[src/pkg/thread_exc_pkg.sv]
// holds constants, register map and carrier types of the thread exception unit
// assumes one hardware thread, apb register access and a same-clock issue pipeline
package thread_exc_pkg;

	// ----------------------------------------
	// register map, byte addresses
	// ----------------------------------------
	localparam logic [7:0] off_thread_control = 8'h00;
	localparam logic [7:0] off_exception_enable_status = 8'h04;
	localparam logic [7:0] off_return_pointer = 8'h08;
	localparam logic [7:0] off_entry_pointer_lo = 8'h0C;
	localparam logic [7:0] off_entry_pointer_hi = 8'h10;
	localparam logic [7:0] off_thread_ip = 8'h14;
	localparam logic [7:0] off_reserved_slot = 8'h18;
	localparam logic [7:0] off_thread_identity = 8'h1C;

	// ----------------------------------------
	// field positions
	// ----------------------------------------
	localparam int ctrl_master_bit = 0;
	localparam int ctrl_scalar_bit = 1;
	localparam int exc_types = 8;
	localparam int exc_enable_lsb = 0;
	localparam int exc_status_lsb = 8;
	localparam int entry_width = 48;
	localparam int entry_hi_width = 16;
	localparam int ident_thread_lsb = 0;
	localparam int ident_unit_lsb = 8;

	// ----------------------------------------
	// reset values and sizes
	// ----------------------------------------
	localparam logic [31:0] ip_reset = 32'h0000_0000;
	localparam logic [31:0] ip_step = 32'h0000_0010;
	localparam logic [31:0] ip_align_mask = 32'hFFFF_FFF0;
	localparam logic [7:0] exc_enable_reset = 8'h00;
	localparam int grf_regs = 128;
	localparam int grf_index_width = 7;
	localparam int threads_per_unit = 4;
	localparam int unit_count = 8;
	localparam logic [7:0] hw_thread_index_default = 8'h00; // arbitrary
	localparam logic [7:0] exec_unit_index_default = 8'h00; // arbitrary

	// ----------------------------------------
	// carrier types
	// ----------------------------------------
	typedef struct packed {
		logic [grf_index_width-1:0] dst;
		logic [grf_index_width-1:0] src;
		logic keep_dependency_option;
		logic skip_dependency_check_option;
		logic cond_push;
		logic cond_pop;
	} instr_t;

	typedef struct packed {
		logic valid;
		logic [grf_index_width-1:0] dst;
		logic keep_dependency_option;
	} writeback_t;

	typedef enum logic [3:0] {
		st_app = 4'b0001,
		st_enter = 4'b0010,
		st_handler = 4'b0100,
		st_return = 4'b1000
	} thread_state_t;

endpackage

[src/rtl/thread_exception_entry_return.sv]
// holds the per-thread exception entry and return logic with its apb registers
// assumes issue requests, writebacks and exception events come from logic on pclk
module thread_exception_entry_return #(
	parameter logic [7:0] hw_thread_index = thread_exc_pkg::hw_thread_index_default,
	parameter logic [7:0] exec_unit_index = thread_exc_pkg::exec_unit_index_default
) (
	input wire logic pclk,
	input wire logic presetn,
	input wire logic psel,
	input wire logic penable,
	input wire logic pwrite,
	input wire logic [7:0] paddr,
	input wire logic [31:0] pwdata,
	output logic [31:0] prdata,
	output logic pready,
	output logic pslverr,
	input wire logic [thread_exc_pkg::exc_types-1:0] exc_raise,
	input wire logic instr_valid,
	input wire thread_exc_pkg::instr_t instr,
	output logic instr_ack,
	output logic [31:0] thread_ip,
	output logic handler_active,
	output logic mask_push,
	output logic mask_pop,
	input wire thread_exc_pkg::writeback_t wb
);
	import thread_exc_pkg::*;

	// ----------------------------------------
	// timing overview
	// ----------------------------------------
	// map: control at 0x00, enable and status at 0x04, return pointer at 0x08
	// entry pointer low word at 0x0C, its upper sixteen bits at 0x10
	// thread pointer view at 0x14, reserved handler slot at 0x18, identity at 0x1C
	// control: bit 0 master, set by entry only; bit 1 scalar branching
	// status word: enables in bits 7:0, latched events in bits 15:8
	// identity: thread index in bits 7:0, unit index in bits 15:8

	// apb: setup at edge e, ready and read data in the next cycle, write lands at e+1
	// every apb transfer has exactly one access cycle, no wait states
	// unmapped or misaligned addresses answer with an error and read zero
	// writes to the pointer and identity views are dropped without error
	// event: latched at edge e when its type is enabled, repeats of a latched type are lost
	// e+1: application issue stops, thread sits in the enter state for one cycle
	// e+2: return pointer saved, pointer set to the aligned entry, master bit set
	// handler: instructions issue as before, new events only latch
	// exit: software clears the master bit at edge w
	// w+1: return state, handler flag low
	// w+2: pointer restored; a still-pending enabled event starts a new entry at once
	// issue: taken when valid, no hazard, no ack standing and the state allows it
	// an accepted instruction answers with a one-cycle ack and a pointer step of sixteen
	// so at most one issue is taken every second cycle
	// scoreboard: issue sets the destination bit unless the check is skipped
	// a writeback clears it unless the keep option rides with it
	// a set and a clear of one bit in one cycle leave it set
	// a kept dependency is never cleared here, the stall it causes is intended
	// hazard: source or destination bit set blocks the issue, in handler or application
	// mask strobes follow the issue only while scalar branching is off

	// limitations
	// only one thread is modelled; the entry pointer is shared state written by software
	// entry pointer bits above 31 are stored and read back but never reach the thread pointer
	// a hung handler is not detected; only software or a context timeout recovers it
	// the thread pointer wraps silently at the top of the 32-bit range
	// flags, masks and accumulators outside this block are never saved or restored here

	// ----------------------------------------
	// state
	// ----------------------------------------
	thread_state_t state, next_state;
	logic ctrl_master, next_ctrl_master;
	logic scalar_branch_flag, next_scalar_branch_flag;
	logic [exc_types-1:0] exc_enable, next_exc_enable;
	logic [exc_types-1:0] exc_status, next_exc_status;
	logic [31:0] saved_return_pointer, next_saved_return_pointer;
	logic [entry_width-1:0] handler_entry_pointer, next_handler_entry_pointer;
	logic [31:0] handler_reserved_slot, next_handler_reserved_slot;
	logic [grf_regs-1:0] dep, next_dep;
	// next values of the thread outputs
	logic [31:0] next_thread_ip;
	logic next_instr_ack, next_handler_active, next_mask_push, next_mask_pop;
	// next values of the apb answer
	logic [31:0] next_prdata;
	logic next_pready, next_pslverr;

	// ----------------------------------------
	// decode
	// ----------------------------------------
	// decoded strobes and views
	logic bus_write, mapped, pending, hazard, can_issue;
	logic [31:0] entry_target, rd_value;
	logic [31:0] thread_control_word, exception_enable_status_word, thread_identity_word;

	// access edge of an apb transfer, the only edge at which a write lands
	assign bus_write = psel & penable & pready & pwrite & mapped;
	assign mapped = (paddr[1:0] == 2'h0) && (paddr[7:5] == 3'h0);
	// an enabled latched status bit asks for the handler
	assign pending = |(exc_status & exc_enable);
	// handler uses bits 31:4 of the entry pointer, low nibble forced zero
	assign entry_target = handler_entry_pointer[31:0] & ip_align_mask;
	// source or destination still waiting on a writeback, unless checks are skipped
	assign hazard = ~instr.skip_dependency_check_option & (dep[instr.src] | dep[instr.dst]);
	// no issue while the previous ack stands, nor while a handler is owed
	assign can_issue = instr_valid & ~instr_ack & ~hazard &
		((state == st_app & ~pending) | (state == st_handler));

	// read views of the architecture words
	always_comb begin
		thread_control_word = 32'h0000_0000;
		thread_control_word[ctrl_master_bit] = ctrl_master;
		thread_control_word[ctrl_scalar_bit] = scalar_branch_flag;
		exception_enable_status_word = 32'h0000_0000;
		exception_enable_status_word[exc_enable_lsb +: exc_types] = exc_enable;
		exception_enable_status_word[exc_status_lsb +: exc_types] = exc_status;
		thread_identity_word = 32'h0000_0000;
		// identity feeds the per-thread scratch offset computed by handler code
		thread_identity_word[ident_thread_lsb +: 8] = hw_thread_index;
		thread_identity_word[ident_unit_lsb +: 8] = exec_unit_index;
	end

	// read multiplexer
	always_comb begin
		rd_value = 32'h0000_0000;
		case (paddr)
			off_thread_control: rd_value = thread_control_word;
			off_exception_enable_status: rd_value = exception_enable_status_word;
			off_return_pointer: rd_value = saved_return_pointer;
			off_entry_pointer_lo: rd_value = handler_entry_pointer[31:0];
			off_entry_pointer_hi: rd_value = {16'h0000, handler_entry_pointer[entry_width-1:32]};
			off_thread_ip: rd_value = thread_ip;
			off_reserved_slot: rd_value = handler_reserved_slot;
			off_thread_identity: rd_value = thread_identity_word;
			default: rd_value = 32'h0000_0000;
		endcase
	end

	// ----------------------------------------
	// apb response
	// ----------------------------------------
	// ready rises in the access cycle, so every transfer has no wait state
	always_comb begin
		next_pready = psel & ~penable;
		next_pslverr = psel & ~penable & ~mapped;
		next_prdata = prdata;
		// read data is captured at setup and stands for the access cycle
		if (psel & ~penable) begin
			next_prdata = mapped ? rd_value : 32'h0000_0000;
		end
	end

	// apb answer registers, cleared by reset
	always_ff @(posedge pclk or negedge presetn) begin
		if (!presetn) begin
			pready <= 1'b0;
			pslverr <= 1'b0;
			prdata <= 32'h0000_0000;
		end else begin
			pready <= next_pready;
			pslverr <= next_pslverr;
			prdata <= next_prdata;
		end
	end

	// ----------------------------------------
	// thread sequencing and registers
	// ----------------------------------------
	always_comb begin
		// hold every value except the ack and mask strobes, which default low, unless a branch below changes it
		next_state = state;
		next_ctrl_master = ctrl_master;
		next_scalar_branch_flag = scalar_branch_flag;
		next_exc_enable = exc_enable;
		next_exc_status = exc_status;
		next_saved_return_pointer = saved_return_pointer;
		next_handler_entry_pointer = handler_entry_pointer;
		next_handler_reserved_slot = handler_reserved_slot;
		next_dep = dep;
		next_thread_ip = thread_ip;
		next_instr_ack = 1'b0;
		next_mask_push = 1'b0;
		next_mask_pop = 1'b0;

		// software writes
		if (bus_write) begin
			case (paddr)
				off_thread_control: begin
					// only a clear of the master bit is honoured, hardware alone sets it
					if (!pwdata[ctrl_master_bit]) begin
						next_ctrl_master = 1'b0;
					end
					next_scalar_branch_flag = pwdata[ctrl_scalar_bit];
				end
				off_exception_enable_status: begin
					next_exc_enable = pwdata[exc_enable_lsb +: exc_types];
					next_exc_status = pwdata[exc_status_lsb +: exc_types];
				end
				off_return_pointer: next_saved_return_pointer = pwdata;
				// entry-set command path, low word then high half
				off_entry_pointer_lo: next_handler_entry_pointer[31:0] = pwdata;
				off_entry_pointer_hi: begin
					next_handler_entry_pointer[entry_width-1:32] = pwdata[entry_hi_width-1:0];
				end
				// reserved 32-bit slot, the only storage kept for the handler
				off_reserved_slot: next_handler_reserved_slot = pwdata;
				default: next_state = state;
			endcase
		end

		// new events latch once per type; a set beats a clear in the same cycle
		next_exc_status = next_exc_status | (exc_raise & exc_enable);

		// dependency scoreboard: writeback clears unless kept
		if (wb.valid && !wb.keep_dependency_option) begin
			next_dep[wb.dst] = 1'b0;
		end

		// instruction issue
		if (can_issue) begin
			next_instr_ack = 1'b1;
			next_thread_ip = thread_ip + ip_step;
			// first instruction of a block sets the dependency, interior ones skip it
			if (!instr.skip_dependency_check_option) begin
				next_dep[instr.dst] = 1'b1;
			end
			// scalar branching leaves the hardware mask stacks untouched
			next_mask_push = instr.cond_push & ~scalar_branch_flag;
			next_mask_pop = instr.cond_pop & ~scalar_branch_flag;
		end

		// flags and mask stacks are left as they are on entry and exit
		case (state)
			st_app: begin
				// an owed handler wins over any further application issue
				if (pending) begin
					next_state = st_enter;
				end
			end
			st_enter: begin
				// current pointer saved, then common entry pointer loaded
				next_saved_return_pointer = thread_ip;
				next_thread_ip = entry_target;
				next_ctrl_master = 1'b1;
				next_state = st_handler;
			end
			st_handler: begin
				// further events only latch here, they never nest an entry
				if (!ctrl_master) begin
					next_state = st_return;
				end
			end
			st_return: begin
				next_thread_ip = saved_return_pointer;
				// a status bit left set, e.g. single step, simply enters again
				if (pending) begin
					next_state = st_enter;
				end else begin
					next_state = st_app;
				end
			end
			default: next_state = st_app;
		endcase
		// handler flag mirrors the state the thread moves to
		next_handler_active = (next_state == st_handler);
	end

	// ----------------------------------------
	// state registers
	// ----------------------------------------
	// every output is a flop, reset puts the thread in application state
	always_ff @(posedge pclk or negedge presetn) begin
		if (!presetn) begin
			state <= st_app;
			ctrl_master <= 1'b0;
			scalar_branch_flag <= 1'b0;
			exc_enable <= exc_enable_reset;
			exc_status <= 8'h00;
			saved_return_pointer <= ip_reset;
			handler_entry_pointer <= 48'h0000_0000_0000;
			handler_reserved_slot <= 32'h0000_0000;
			dep <= '0;
			thread_ip <= ip_reset;
			instr_ack <= 1'b0;
			handler_active <= 1'b0;
			mask_push <= 1'b0;
			mask_pop <= 1'b0;
		end else begin
			state <= next_state;
			ctrl_master <= next_ctrl_master;
			scalar_branch_flag <= next_scalar_branch_flag;
			exc_enable <= next_exc_enable;
			exc_status <= next_exc_status;
			saved_return_pointer <= next_saved_return_pointer;
			handler_entry_pointer <= next_handler_entry_pointer;
			handler_reserved_slot <= next_handler_reserved_slot;
			dep <= next_dep;
			thread_ip <= next_thread_ip;
			instr_ack <= next_instr_ack;
			handler_active <= next_handler_active;
			mask_push <= next_mask_push;
			mask_pop <= next_mask_pop;
		end
	end

endmodule

[config.mk]
export PLATFORM = sky130hd
export DESIGN_NAME = thread_exception_entry_return
export DESIGN_NICKNAME = d
export VERILOG_FILES = /design/src/pkg/thread_exc_pkg.sv /design/src/rtl/thread_exception_entry_return.sv
export SDC_FILE = /design/constraint.sdc
export NUM_CORES = 1
export LEC_CHECK = 0
export BUFFER_PORTS_ARGS = -buffer_cell sky130_fd_sc_hd__buf_2
export CAP_MARGIN = 20
export CORE_MARGIN = 1
export CORE_UTILIZATION = 55
export CTS_CLUSTER_DIAMETER = 30
export DETAILED_ROUTE_END_ITERATION = 12
export MAX_ROUTING_LAYER = met4
export PLACE_DENSITY = 0.72
export SYNTH_ARGS = -nofsm -noshare
export SYNTH_HDL_FRONTEND = slang
export SYNTH_SLANG_ARGS = --single-unit
[constraint.sdc]
create_clock -name pclk -period 5.2 [get_ports pclk]
set_clock_uncertainty 0.05 [all_clocks]
set_input_delay 1.04 -clock pclk [delete_from_list [all_inputs] [get_ports pclk]]
set_output_delay 1.04 -clock pclk [all_outputs]
set_load 0.005 [all_outputs]
Word-level counts from Yosys, hierarchy flattened --
Index checks and enable logic that the tools add are counted.
Word-level totals: output and inout port bits 70, word-level logic and storage cells 115, flip-flop bits (word level) 332, input bits 81
Cells by class: bitwise operators 28, eq/ne operators 12, reduce and logical (&&, ||, !) cells 20, muxes and demuxes 31, $add $sub $neg 1, $lt $le $gt $ge 5
Operators with widths (count):
- $mux W128 | 3
- $pmux W32 S7 | 1
- $mux W32 | 5
- $and A128 B128 Y128 | 1
- $not A128 Y128 | 1
- $or A128 B128 Y128 | 1
- $pmux W32 S2 | 1
- $add A32 B5 Y32 const B | 1
- $eq A8 B5 Y1 const B | 3
- $lt A7 B8 Y1 const B | 3
- $and A8 B8 Y8 | 2
- $eq A8 B4 Y1 const B | 2
- $mux W8 | 2
- $pmux W4 S4 | 1
- $bmux W1 S7 | 2
- $demux W1 S7 | 2
- $ge A7 B1 Y1 const B | 2
- $and A1 B1 Y1 | 13
- $reduce_and A2 Y1 | 6
- $mux W1 | 11
- $eq A4 B3 Y1 const B | 2
- $eq A8 B3 Y1 const B | 1
- $logic_not A8 Y1 | 1
- $mux W4 | 2
- other kinds (16) | 28

Logic depth before layout (Yosys ltp) --
Gate-level depths: netlist (run 1).
depth in word-level cells 10, depth in mapped cells 14, gate-level depth less buffers 9

Worst setup path after synthesis (run 1) --
Ideal clock, no wire load.
path type input to register, from input port instr[5] in the netlist's numbering, to register thread_ip[12], stages 10, arrival 3.564 ns, path slack 1.465 ns, path through buf_6 mux4_2 mux4_2 a2111oi_1 o22a_1 buf_4 a41oi_2 buf_6 o31a_1 o22a_1
On the way: cells in the longest elaborated chain, start to end 8
RTL lines:
- start, declared | RTL line thread_exception_entry_return.sv:19 | input wire thread_exc_pkg::instr_t instr,
- $bmux W1 S7 | RTL line thread_exception_entry_return.sv:102 | assign hazard = ~instr.skip_dependency_check_option & (dep[instr.src] | dep[instr.dst]);
- $mux W1 (not written as such) | RTL line thread_exception_entry_return.sv:102
- $or A1 B1 Y1 | RTL line thread_exception_entry_return.sv:102
- $and A1 B1 Y1 | RTL line thread_exception_entry_return.sv:102
- $not A1 Y1 | RTL line thread_exception_entry_return.sv:104 | assign can_issue = instr_valid & ~instr_ack & ~hazard &
- $and A1 B1 Y1 (2 in series) | RTL line thread_exception_entry_return.sv:104
- $reduce_bool A3 Y1 (no line)
- end signal, assigned | RTL line thread_exception_entry_return.sv:281 | thread_ip <= ip_reset;
- end signal, assigned | RTL line thread_exception_entry_return.sv:296 | thread_ip <= next_thread_ip;
- end, declared | RTL line thread_exception_entry_return.sv:21 | output logic [31:0] thread_ip,
No other way between the ends. The select of a mux whose other input is x is not followed. A chain may end at the register's enable or synchronous reset.

Worst setup path in the final report (run 1) --
from input port instr[12] in the netlist's numbering, to register dep[94]
On the way: cells in the longest elaborated chain, start to end 8, elaborated cells on any way between the ends 15
RTL lines:
- $bmux W1 S7 | RTL line thread_exception_entry_return.sv:102
- $mux W1 (not written as such) | RTL line thread_exception_entry_return.sv:102
- $or A1 B1 Y1 | RTL line thread_exception_entry_return.sv:102
- $and A1 B1 Y1 | RTL line thread_exception_entry_return.sv:102
- $not A1 Y1 | RTL line thread_exception_entry_return.sv:104
- $and A1 B1 Y1 (2 in series) | RTL line thread_exception_entry_return.sv:104
- $mux W128 * | RTL line thread_exception_entry_return.sv:218 | if (can_issue) begin
- named net next_dep[94] | RTL line thread_exception_entry_return.sv:78 | logic [grf_regs-1:0] dep, next_dep;
- end signal, assigned | RTL line thread_exception_entry_return.sv:295 | dep <= next_dep;
- end, declared | RTL line thread_exception_entry_return.sv:78
Mark *: on every way through the listed nets, which the timed path passes. The rest lies on a longest branch. The select of a mux whose other input is x is not followed.

==> metrics.md, run 1 <==
| Metric | Value |
|---|---|
| Area grow syn2layout | 22.0% |
| Layout Utilization | 0.682 |
| CTS max path bufs | 3 |
| Final min period | 4.33 ns |
| Routed wire per std cell | 24.2 um |
| Post-synthesis simple-gate area fraction | 0.111 |
| Antenna viol nets, final | 0 |
| Worst slew pin tran | 0.975 ns |
| H-tree Lvls | 3 |
| Most used standard cell by instance count after synthesis | dfrtp_1 |
| Layout cells sized above 1 | 0.261 |
| WP data arrival | 4.77 ns |
| Clock sink count | 332 |
| Crit Path Category | in2reg |
| Metal1 wirelength | 21.6 mm |
| Port Buffer Count | 149 |
| Tot Pwr | 8.02 mW |
| Max FO, Critical Path | 29 |
| Final non-filler cell total | 2,247 |
| Global-route wire length before repair | 84.5 mm |
| PwrDens | 384 mW/mm2 |
| DR WL met2 | 25.9 mm |
| Post-Route WL | 54.3 mm |
| Synth Cell Area | 0.0171 mm2 |
| Sequential share of the synthesized area | 0.486 |
| Xor and xnor fraction of the mapped netlist area | 0.000512 |
| I/O pins | 151 |
| Row count | 64 |
| Num CTS Buffers | 75 |
| Run status | finished, final reports clean |
| DR WL met3 | 4.68 mm |
| Vias per std cell | 6.69 |
| Vias | 15,000 |
| DRT Pass-1 Iters | 6 |
| Top layer used by detailed routing | met4 |
| Total core area | 0.0306 mm2 |
| Count of different cell masters after synthesis | 67 |
| Max Fclk | 231 MHz |
| Slowest CP cell | buf_2 |
| Ranking of synthesized cells by area | dfrtp_1 (48%), o21ai_0 (9.5%), mux2_2 (6.6%) |
| Die width | 178 um |
| Layout net count | 1,872 |
| DRT iter0 DRCs | 1,554 |
| Final GP Congestion | 1.01 |
| Total global routing overflow | 0 |
| Post-CTS sizing | 0 |
| Main flop type after synthesis | dfrtp_1 |
| Top delay family on crit path | simple AND/OR/NAND/NOR gates |
| Dpl ws | 0.405 ns |
| Crit-path most repeated cell | buf_4 |
| RSZ-0062 raised after global routing | no |
| CTS tree | done |
| VDD IR-drop max | 0.293 mV |
| Placed cell area | 0.0183 mm2 |
| Critical Path Max Stage Delay | 0.63 ns |
| # DRC | 0 |
| Synth area leader | dfrtp_1 |
| Ys async rst share | 1.00 |
| Pleak | 9.45 nW |
| Die ar. | 0.0318 mm2 |
| FF-to-FF setup slack | 1.63 ns |
| Min-Delay Path Class | reg2reg |
| Hold buffer count at CTS | 0 |
| DP HPWL | 34.1 mm |
| Vias in the first global route | 15,000 |
| Fraction of synthesized area in multiplexers | 0.172 |
| Final hold violations | 0 |
| Initial Utilization | 0.559 |
| Setup Fix Bufs, Post-CTS | 0 |
| Clock Latency Late Sink | 0.59 ns |
| Worst-path clk slew | 0.05 ns |
| Fin. max-slew vios | 0 |
| Cells after Synth | 1,642 |
| Setup violations, final | 0 |
| Largest net degree at the start of global routing | 111 |
| Tcrit/Tclk final | 0.833 |
| Total Routing Usage GR | 0.360 |
| Leading cell types by count after synthesis | dfrtp_1 (331), o21ai_0 (325), nand2_1 (228) |
| #FFs+latches synth | 332 |
| Final worst slack | 0.868 ns |
| Compound-gate portion of the synthesized area | 0.198 |
| Post-synthesis adder-cell area fraction | 0.000732 |
| Initial antenna violation count | 2 |
| Placed instance count | 2,109 |
| CTS root buf | clkbuf_16 |
| WHS | 0.446 ns |
| Mean Syn Cell Area | 10.4 um2 |
| Max_cap viols | 0 |
| Syn nets | 1,724 |
| Worst path bufs/invs | 3 |
| Final Cell Area | 0.0209 mm2 |
| Post-synth EDFFs | 0 |
| Largest family of logic cells by synthesized area | compound AO/OA/AOI/OAI gates |
| Slew margin rel. | 0.350 |
| Die Span Y | 178 um |
| Worst Setup End Kind | register |
| TNS Setup | 0 ns |
| Startpoint Class | input port |
| Critical path, cell by cell | buf_2, buf_4, mux4_2, mux2i_1, nor2_1, nor4_1, and3_1, nand4_1, buf_4, o21ai_0 |
| Yosys top cell area share | 0.485 |
| Warnings from Yosys | 0 |
| WP data required | 5.63 ns |
-- layout make-up --
class / instances / area, um2
clock inverters: 44 / 527
diodes: 2 / 5.00
multi-input cells: 1178 / 8320
inverters: 15 / 56.3
well taps: 396 / 495
clock buffers: 92 / 2030
flip-flops and latches: 332 / 8310
repair buffers: 188 / 1110
fillers: 2308 / 9740
-- worst reg2reg max path: stages, from the launching register on --
cell       delay (ns)
dfrtp_1          0.41
mux4_2           0.46
mux4_2           0.50
a2111oi_1        0.60
o22a_1           0.28
a41oi_4          0.35
buf_12           0.31
o41ai_1          0.38
a2bb2oi_1        0.11
-- cells by family after synthesis --
group / after synthesis
simple gates: 413
buf+inv: 132
mux: 222
flops: 332
compound gates: 541
xor+xnor: 1
fa+ha+maj: 1
-- where the power goes --
part | internal, mW | total, mW | switching [mW]
Combinational | 0.194 | 0.512 | 0.318
Sequential | 2.66 | 2.74 | 0.0795
Clock | 3.22 | 4.77 | 1.55
-- final timing paths --
kind                             start       endpoint  cells past startpoint
min in group asynchronous      presetn       dep[121]                      1
max reg2reg                    dep[12]  thread_ip[30]                      8
max in group asynchronous      presetn   thread_ip[2]                      2
min                        ctrl_master       state[3]                      1
max                          instr[12]        dep[94]                     10
min reg2reg                ctrl_master       state[3]                      1
-- layer usage --
layer  up-vias  track usage
li1       6488            -
met1      7530        0.457
met2       820        0.548
met3       193       0.0838
met4         0        0.167
met5         -            -
-- flip-flops by register name, summed over array words and instances, names as in the netlist, 8 cells and up --
register and flops:
exc_status 8, prdata 32, handler_entry_pointer 48, exc_enable 8, thread_ip 32, handler_reserved_slot 32, dep 128, saved_return_pointer 32
-- layout by cell type (no fill, tap or decap), drive strengths merged, types with 3 or more instances in the layout --
cell / count
o221ai: 5
a21oi: 21
and2: 7
dfrtp: 331
o22a: 3
and3: 9
nor2b: 20
a22o: 37
bufinv: 9
clkinv: 23
nor3: 15
mux4: 47
o31ai: 6
a22oi: 48
nand3: 35
o311a: 6
clkinvlp: 10
o22ai: 3
nand4b: 5
nand4: 20
nor4: 5
and4: 4
a211oi: 5
a2bb2oi: 17
o21ai: 325
mux2i: 75
mux2: 100
a21boi: 3
a31oi: 4
a222oi: 16
buf: 188
nand2: 228
inv: 17
o221a: 3
a221oi: 16
nand2b: 14
nor2: 38
clkbuf: 92
Power figures use the tool's default switching activity.
==> inputs of run 2 (changes only) <==
--- a/config.mk
+++ b/config.mk
@@ -5,6 +5,7 @@
 export SDC_FILE = /design/constraint.sdc
 export NUM_CORES = 1
 export LEC_CHECK = 0
+export ABC_AREA = 1
 export BUFFER_PORTS_ARGS = -buffer_cell sky130_fd_sc_hd__buf_2
 export CAP_MARGIN = 20
 export CORE_MARGIN = 1
@@ -12,7 +13,7 @@
 export CTS_CLUSTER_DIAMETER = 30
 export DETAILED_ROUTE_END_ITERATION = 12
 export MAX_ROUTING_LAYER = met4
-export PLACE_DENSITY = 0.72
+export PLACE_DENSITY = 0.71
 export SYNTH_ARGS = -nofsm -noshare
 export SYNTH_HDL_FRONTEND = slang
 export SYNTH_SLANG_ARGS = --single-unit
==> constraint.sdc (replaced) <==
create_clock -name pclk -period 4.5 [get_ports pclk]
set_clock_uncertainty 0.05 [all_clocks]
set_input_delay 0.9 -clock pclk [delete_from_list [all_inputs] [get_ports pclk]]
set_output_delay 0.9 -clock pclk [all_outputs]
set_load 0.005 [all_outputs]
==> metrics.md, run 2 <==
| Metric | Value |
|---|---|
| Tcrit/Tclk final | 0.707 |
| Final min period | 3.18 ns |
| Port Buffer Count | 149 (unchanged) |
| H-tree Lvls | 3 (unchanged) |
| Run status | finished, final reports clean |
| Final GP Congestion | 0.956 (-5.8%) |
| WHS | 0.256 ns (-0.190 ns) |
| RSZ-0062 raised after global routing | no |
| Initial Utilization | 0.560 (+0.00110) |
| Total core area | 0.0326 mm2 (+6.6%) |
| Final hold violations | 0 (unchanged) |
| Fraction of synthesized area in multiplexers | 0 (-0.172) |
| Clock Latency Late Sink | 0.61 ns (+0.02 ns) |
| Global-route wire length before repair | 100 mm (+19%) |
| Worst Setup End Kind | register |
| TNS Setup | 0 ns (unchanged) |
| Mean Syn Cell Area | 7.13 um2 (-31%) |
| Syn nets | 2,642 (+53%) |
| PwrDens | 474 mW/mm2 (+23%) |
| DRT iter0 DRCs | 1,900 (+22%) |
| Setup violations, final | 0 (unchanged) |
| Antenna viol nets, final | 0 (unchanged) |
| Die Span Y | 184 um (+3.3%) |
| Switching part of the total | 0.277 (+0.0340) |
| Leading cell types by count after synthesis | nand2_1 (959), o21ai_0 (405), dfrtp_1 (331) |
| Layout net count | 2,780 (+49%) |
| Tot Pwr | 10.6 mW (+32%) |
| Row count | 66 (+3.1%) |
| CTS max path bufs | 3 (unchanged) |
| I/O pins | 151 (unchanged) |
| Critical path, cell by cell | buf_2, buf_12, a21oi_1, o21ai_0, nand3_1, nand2_1, nand2_1, nand3_1, nand3_1, nand2_1, nand2_1, nand3_1, nand2_1, nand2_4, buf_12, o21ai_0 |
| Clock sink count | 332 (unchanged) |
| Largest register FFs | 128 (unchanged) |
| Cells after Synth | 2,560 (+56%) |
| Synth Cell Area | 0.0183 mm2 (+6.8%) |
| Largest Register | dep |
| Ys async rst share | 1.00 (unchanged) |
| Commonest cells after routing, fill and taps aside | nand2_1 (957), o21ai_0 (405), dfrtp_1 (331) |
| Crit Path Category | in2reg |
| Post-synthesis simple-gate area fraction | 0.268 (+0.157) |
| Main flop type after synthesis | dfrtp_1 |
| Max FO, Critical Path | 132 (+360%) |
| Critical Path Max Stage Delay | 0.45 ns (-0.18 ns) |
| Most used standard cell by instance count after synthesis | nand2_1 |
| Startpoint Class | input port |
| Worst reg2reg path startpoint | thread_ip[4] |
| WP data arrival | 3.57 ns (-1.20 ns) |
| Synth area leader | dfrtp_1 |
| Area grow syn2layout | 22.5% |
| Switching pwr | 2.93 mW (+51%) |
| Warnings from Yosys | 0 (unchanged) |
| Ranking of synthesized cells by area | dfrtp_1 (45%), nand2_1 (20%), o21ai_0 (11%) |
| Worst slew pin tran | 1.10 ns (+0.121 ns) |
| Worst-path clk slew | 0.05 ns (about the same) |
| Sequential share of the synthesized area | 0.455 (-0.0311) |
| CTS tree | done |
| Final Cell Area | 0.0224 mm2 (+7.3%) |
| Vias per std cell | 5.99 (-11%) |
| Fin. max-slew vios | 0 (unchanged) |
| CTS root buf | clkbuf_16 |
| Setup Fix Bufs, Post-CTS | 0 (unchanged) |
| Placed instance count | 3,057 (+45%) |
| Post-Route WL | 63.0 mm (+16%) |
| FF-to-FF setup slack | 1.60 ns (-0.03 ns) |
| Most common cell after layout, fill and taps aside | nand2_1 |
| Placed cell area | 0.0195 mm2 (+6.7%) |
| Critical path endpoint | dep[12] |
| Clock share of power | 0.566 (-0.029) |
| Max_cap viols | 0 (unchanged) |
| # DRC | 0 (unchanged) |
| Total Routing Usage GR | 0.394 (+0.0339) |
| Post-synth EDFFs | 0 (unchanged) |
| Sequential Power Share | 0.315 (-0.027) |
| Post-CTS sizing | 0 (unchanged) |
| Num CTS Buffers | 81 (+8.0%) |
| Comb pwr share | 0.120 (+0.056) |
| Final non-filler cell total | 3,202 (+43%) |
| Die width | 184 um (+3.3%) |
| Die ar. | 0.0339 mm2 (+6.8%) |
| Compound-gate portion of the synthesized area | 0.190 (-0.00790) |
| Post-synthesis adder-cell area fraction | 0.000685 (-0.0000469) |
| DRT Pass-1 Iters | 6 (unchanged) |
| Initial antenna violation count | 0 (-2) |
| VDD IR-drop max | 0.398 mV (+36%) |
| Pleak | 10.5 nW (+11%) |
| Reg2Reg Capture Point | thread_ip[28] |
| Vias in the first global route | 18,600 (+24%) |
| Biggest regs | dep: 128 flops, handler_entry_pointer: 48 flops |
| Max Fclk | 314 MHz |
| Inserted Diodes | 0 (-2) |
| Min-Delay Path Class | in2async |
| Int Pwr | 7.67 mW (+26%) |
| Slowest CP cell | buf_12 |
| #FFs+latches synth | 332 (unchanged) |
| Yosys top cell area share | 0.454 (-0.0310) |
| Hold buffer count at CTS | 0 (unchanged) |
| Count of different cell masters after synthesis | 39 (-42%) |
| WP data required | 4.89 ns (-0.74 ns) |
| Routed wire per std cell | 19.7 um (-19%) |
| Layout Utilization | 0.686 (+0.00407) |
| Final worst slack | 1.32 ns (+0.450 ns) |
| DP HPWL | 38.5 mm (+13%) |
| Vias | 19,200 (+28%) |
| Dpl ws | 0.828 ns (+0.424 ns) |
| Worst Setup SP | instr[4] |
| Layout cells sized above 1 | 0.129 (-0.132) |
| Largest family of logic cells by synthesized area | simple AND/OR/NAND/NOR gates |
| Largest net degree at the start of global routing | 133 (+20%) |
| Total global routing overflow | 0 (unchanged) |
| Reg2Reg Depth | 13 (+5) |
| Crit-path most repeated cell | nand2_1 |
| Slew margin rel. | 0.265 (-0.0850) |
| Xor and xnor fraction of the mapped netlist area | 0.00623 (+0.00572) |
run 2: layer usage:
metal / global-route usage / wire [um]
met1: 0.477 / 24200
met4: 0.215 / 3320
met3: 0.0636 / 5500
met2: 0.632 / 30000
met5: - / 0
run 2: cell type report:
class	count	area, um2
tap	442	553
inverter	208	781
clock inverter	32	561
fill	2755	10200
multi-input combinational	1871	8590
sequential	332	8310
timing repair buffer	204	1290
clock buffer	113	2290
run 2: worst min-delay path by stage:
stage                     start       end  slack [ns]
CTS                     presetn   dep[12]        0.30
finish                  presetn    dep[0]        0.26
detailed placement  ctrl_master  state[3]        0.39
floorplan           ctrl_master  state[3]        0.38
global route            presetn   dep[12]        0.32
global placement    ctrl_master  state[3]        0.39
run 2: kinds of logic (layout without fill, tap and decap cells):
family | after synthesis | after routing
AOI/OAI and AO/OA | 629 | 629
xor gates and xnor gates | 13 | 13
adders and majority gates | 1 | 1
buffers and inverters | 357 | 557
DFF | 332 | 332
and+or+nand+nor | 1228 | 1228
run 2: power groups by stage:
stage                     clock network (mW)  registers, mW  logic [mW]
after floorplan                            0           3.34       0.778
after global placement                     0           3.36        1.20
after detailed placement                   0           3.37        1.23
after CTS                               6.04           3.33        1.25
after global routing                    6.21           3.36        1.39
final                                   6.00           3.34        1.27
run 2: worst max-delay path: cells and delay by family:
family / cells / cell delay [ns]
AO/OA/AOI/OAI: 3 / 0.44
buffers and inverters: 3 / 1.16
AND/OR/NAND/NOR: 10 / 0.92
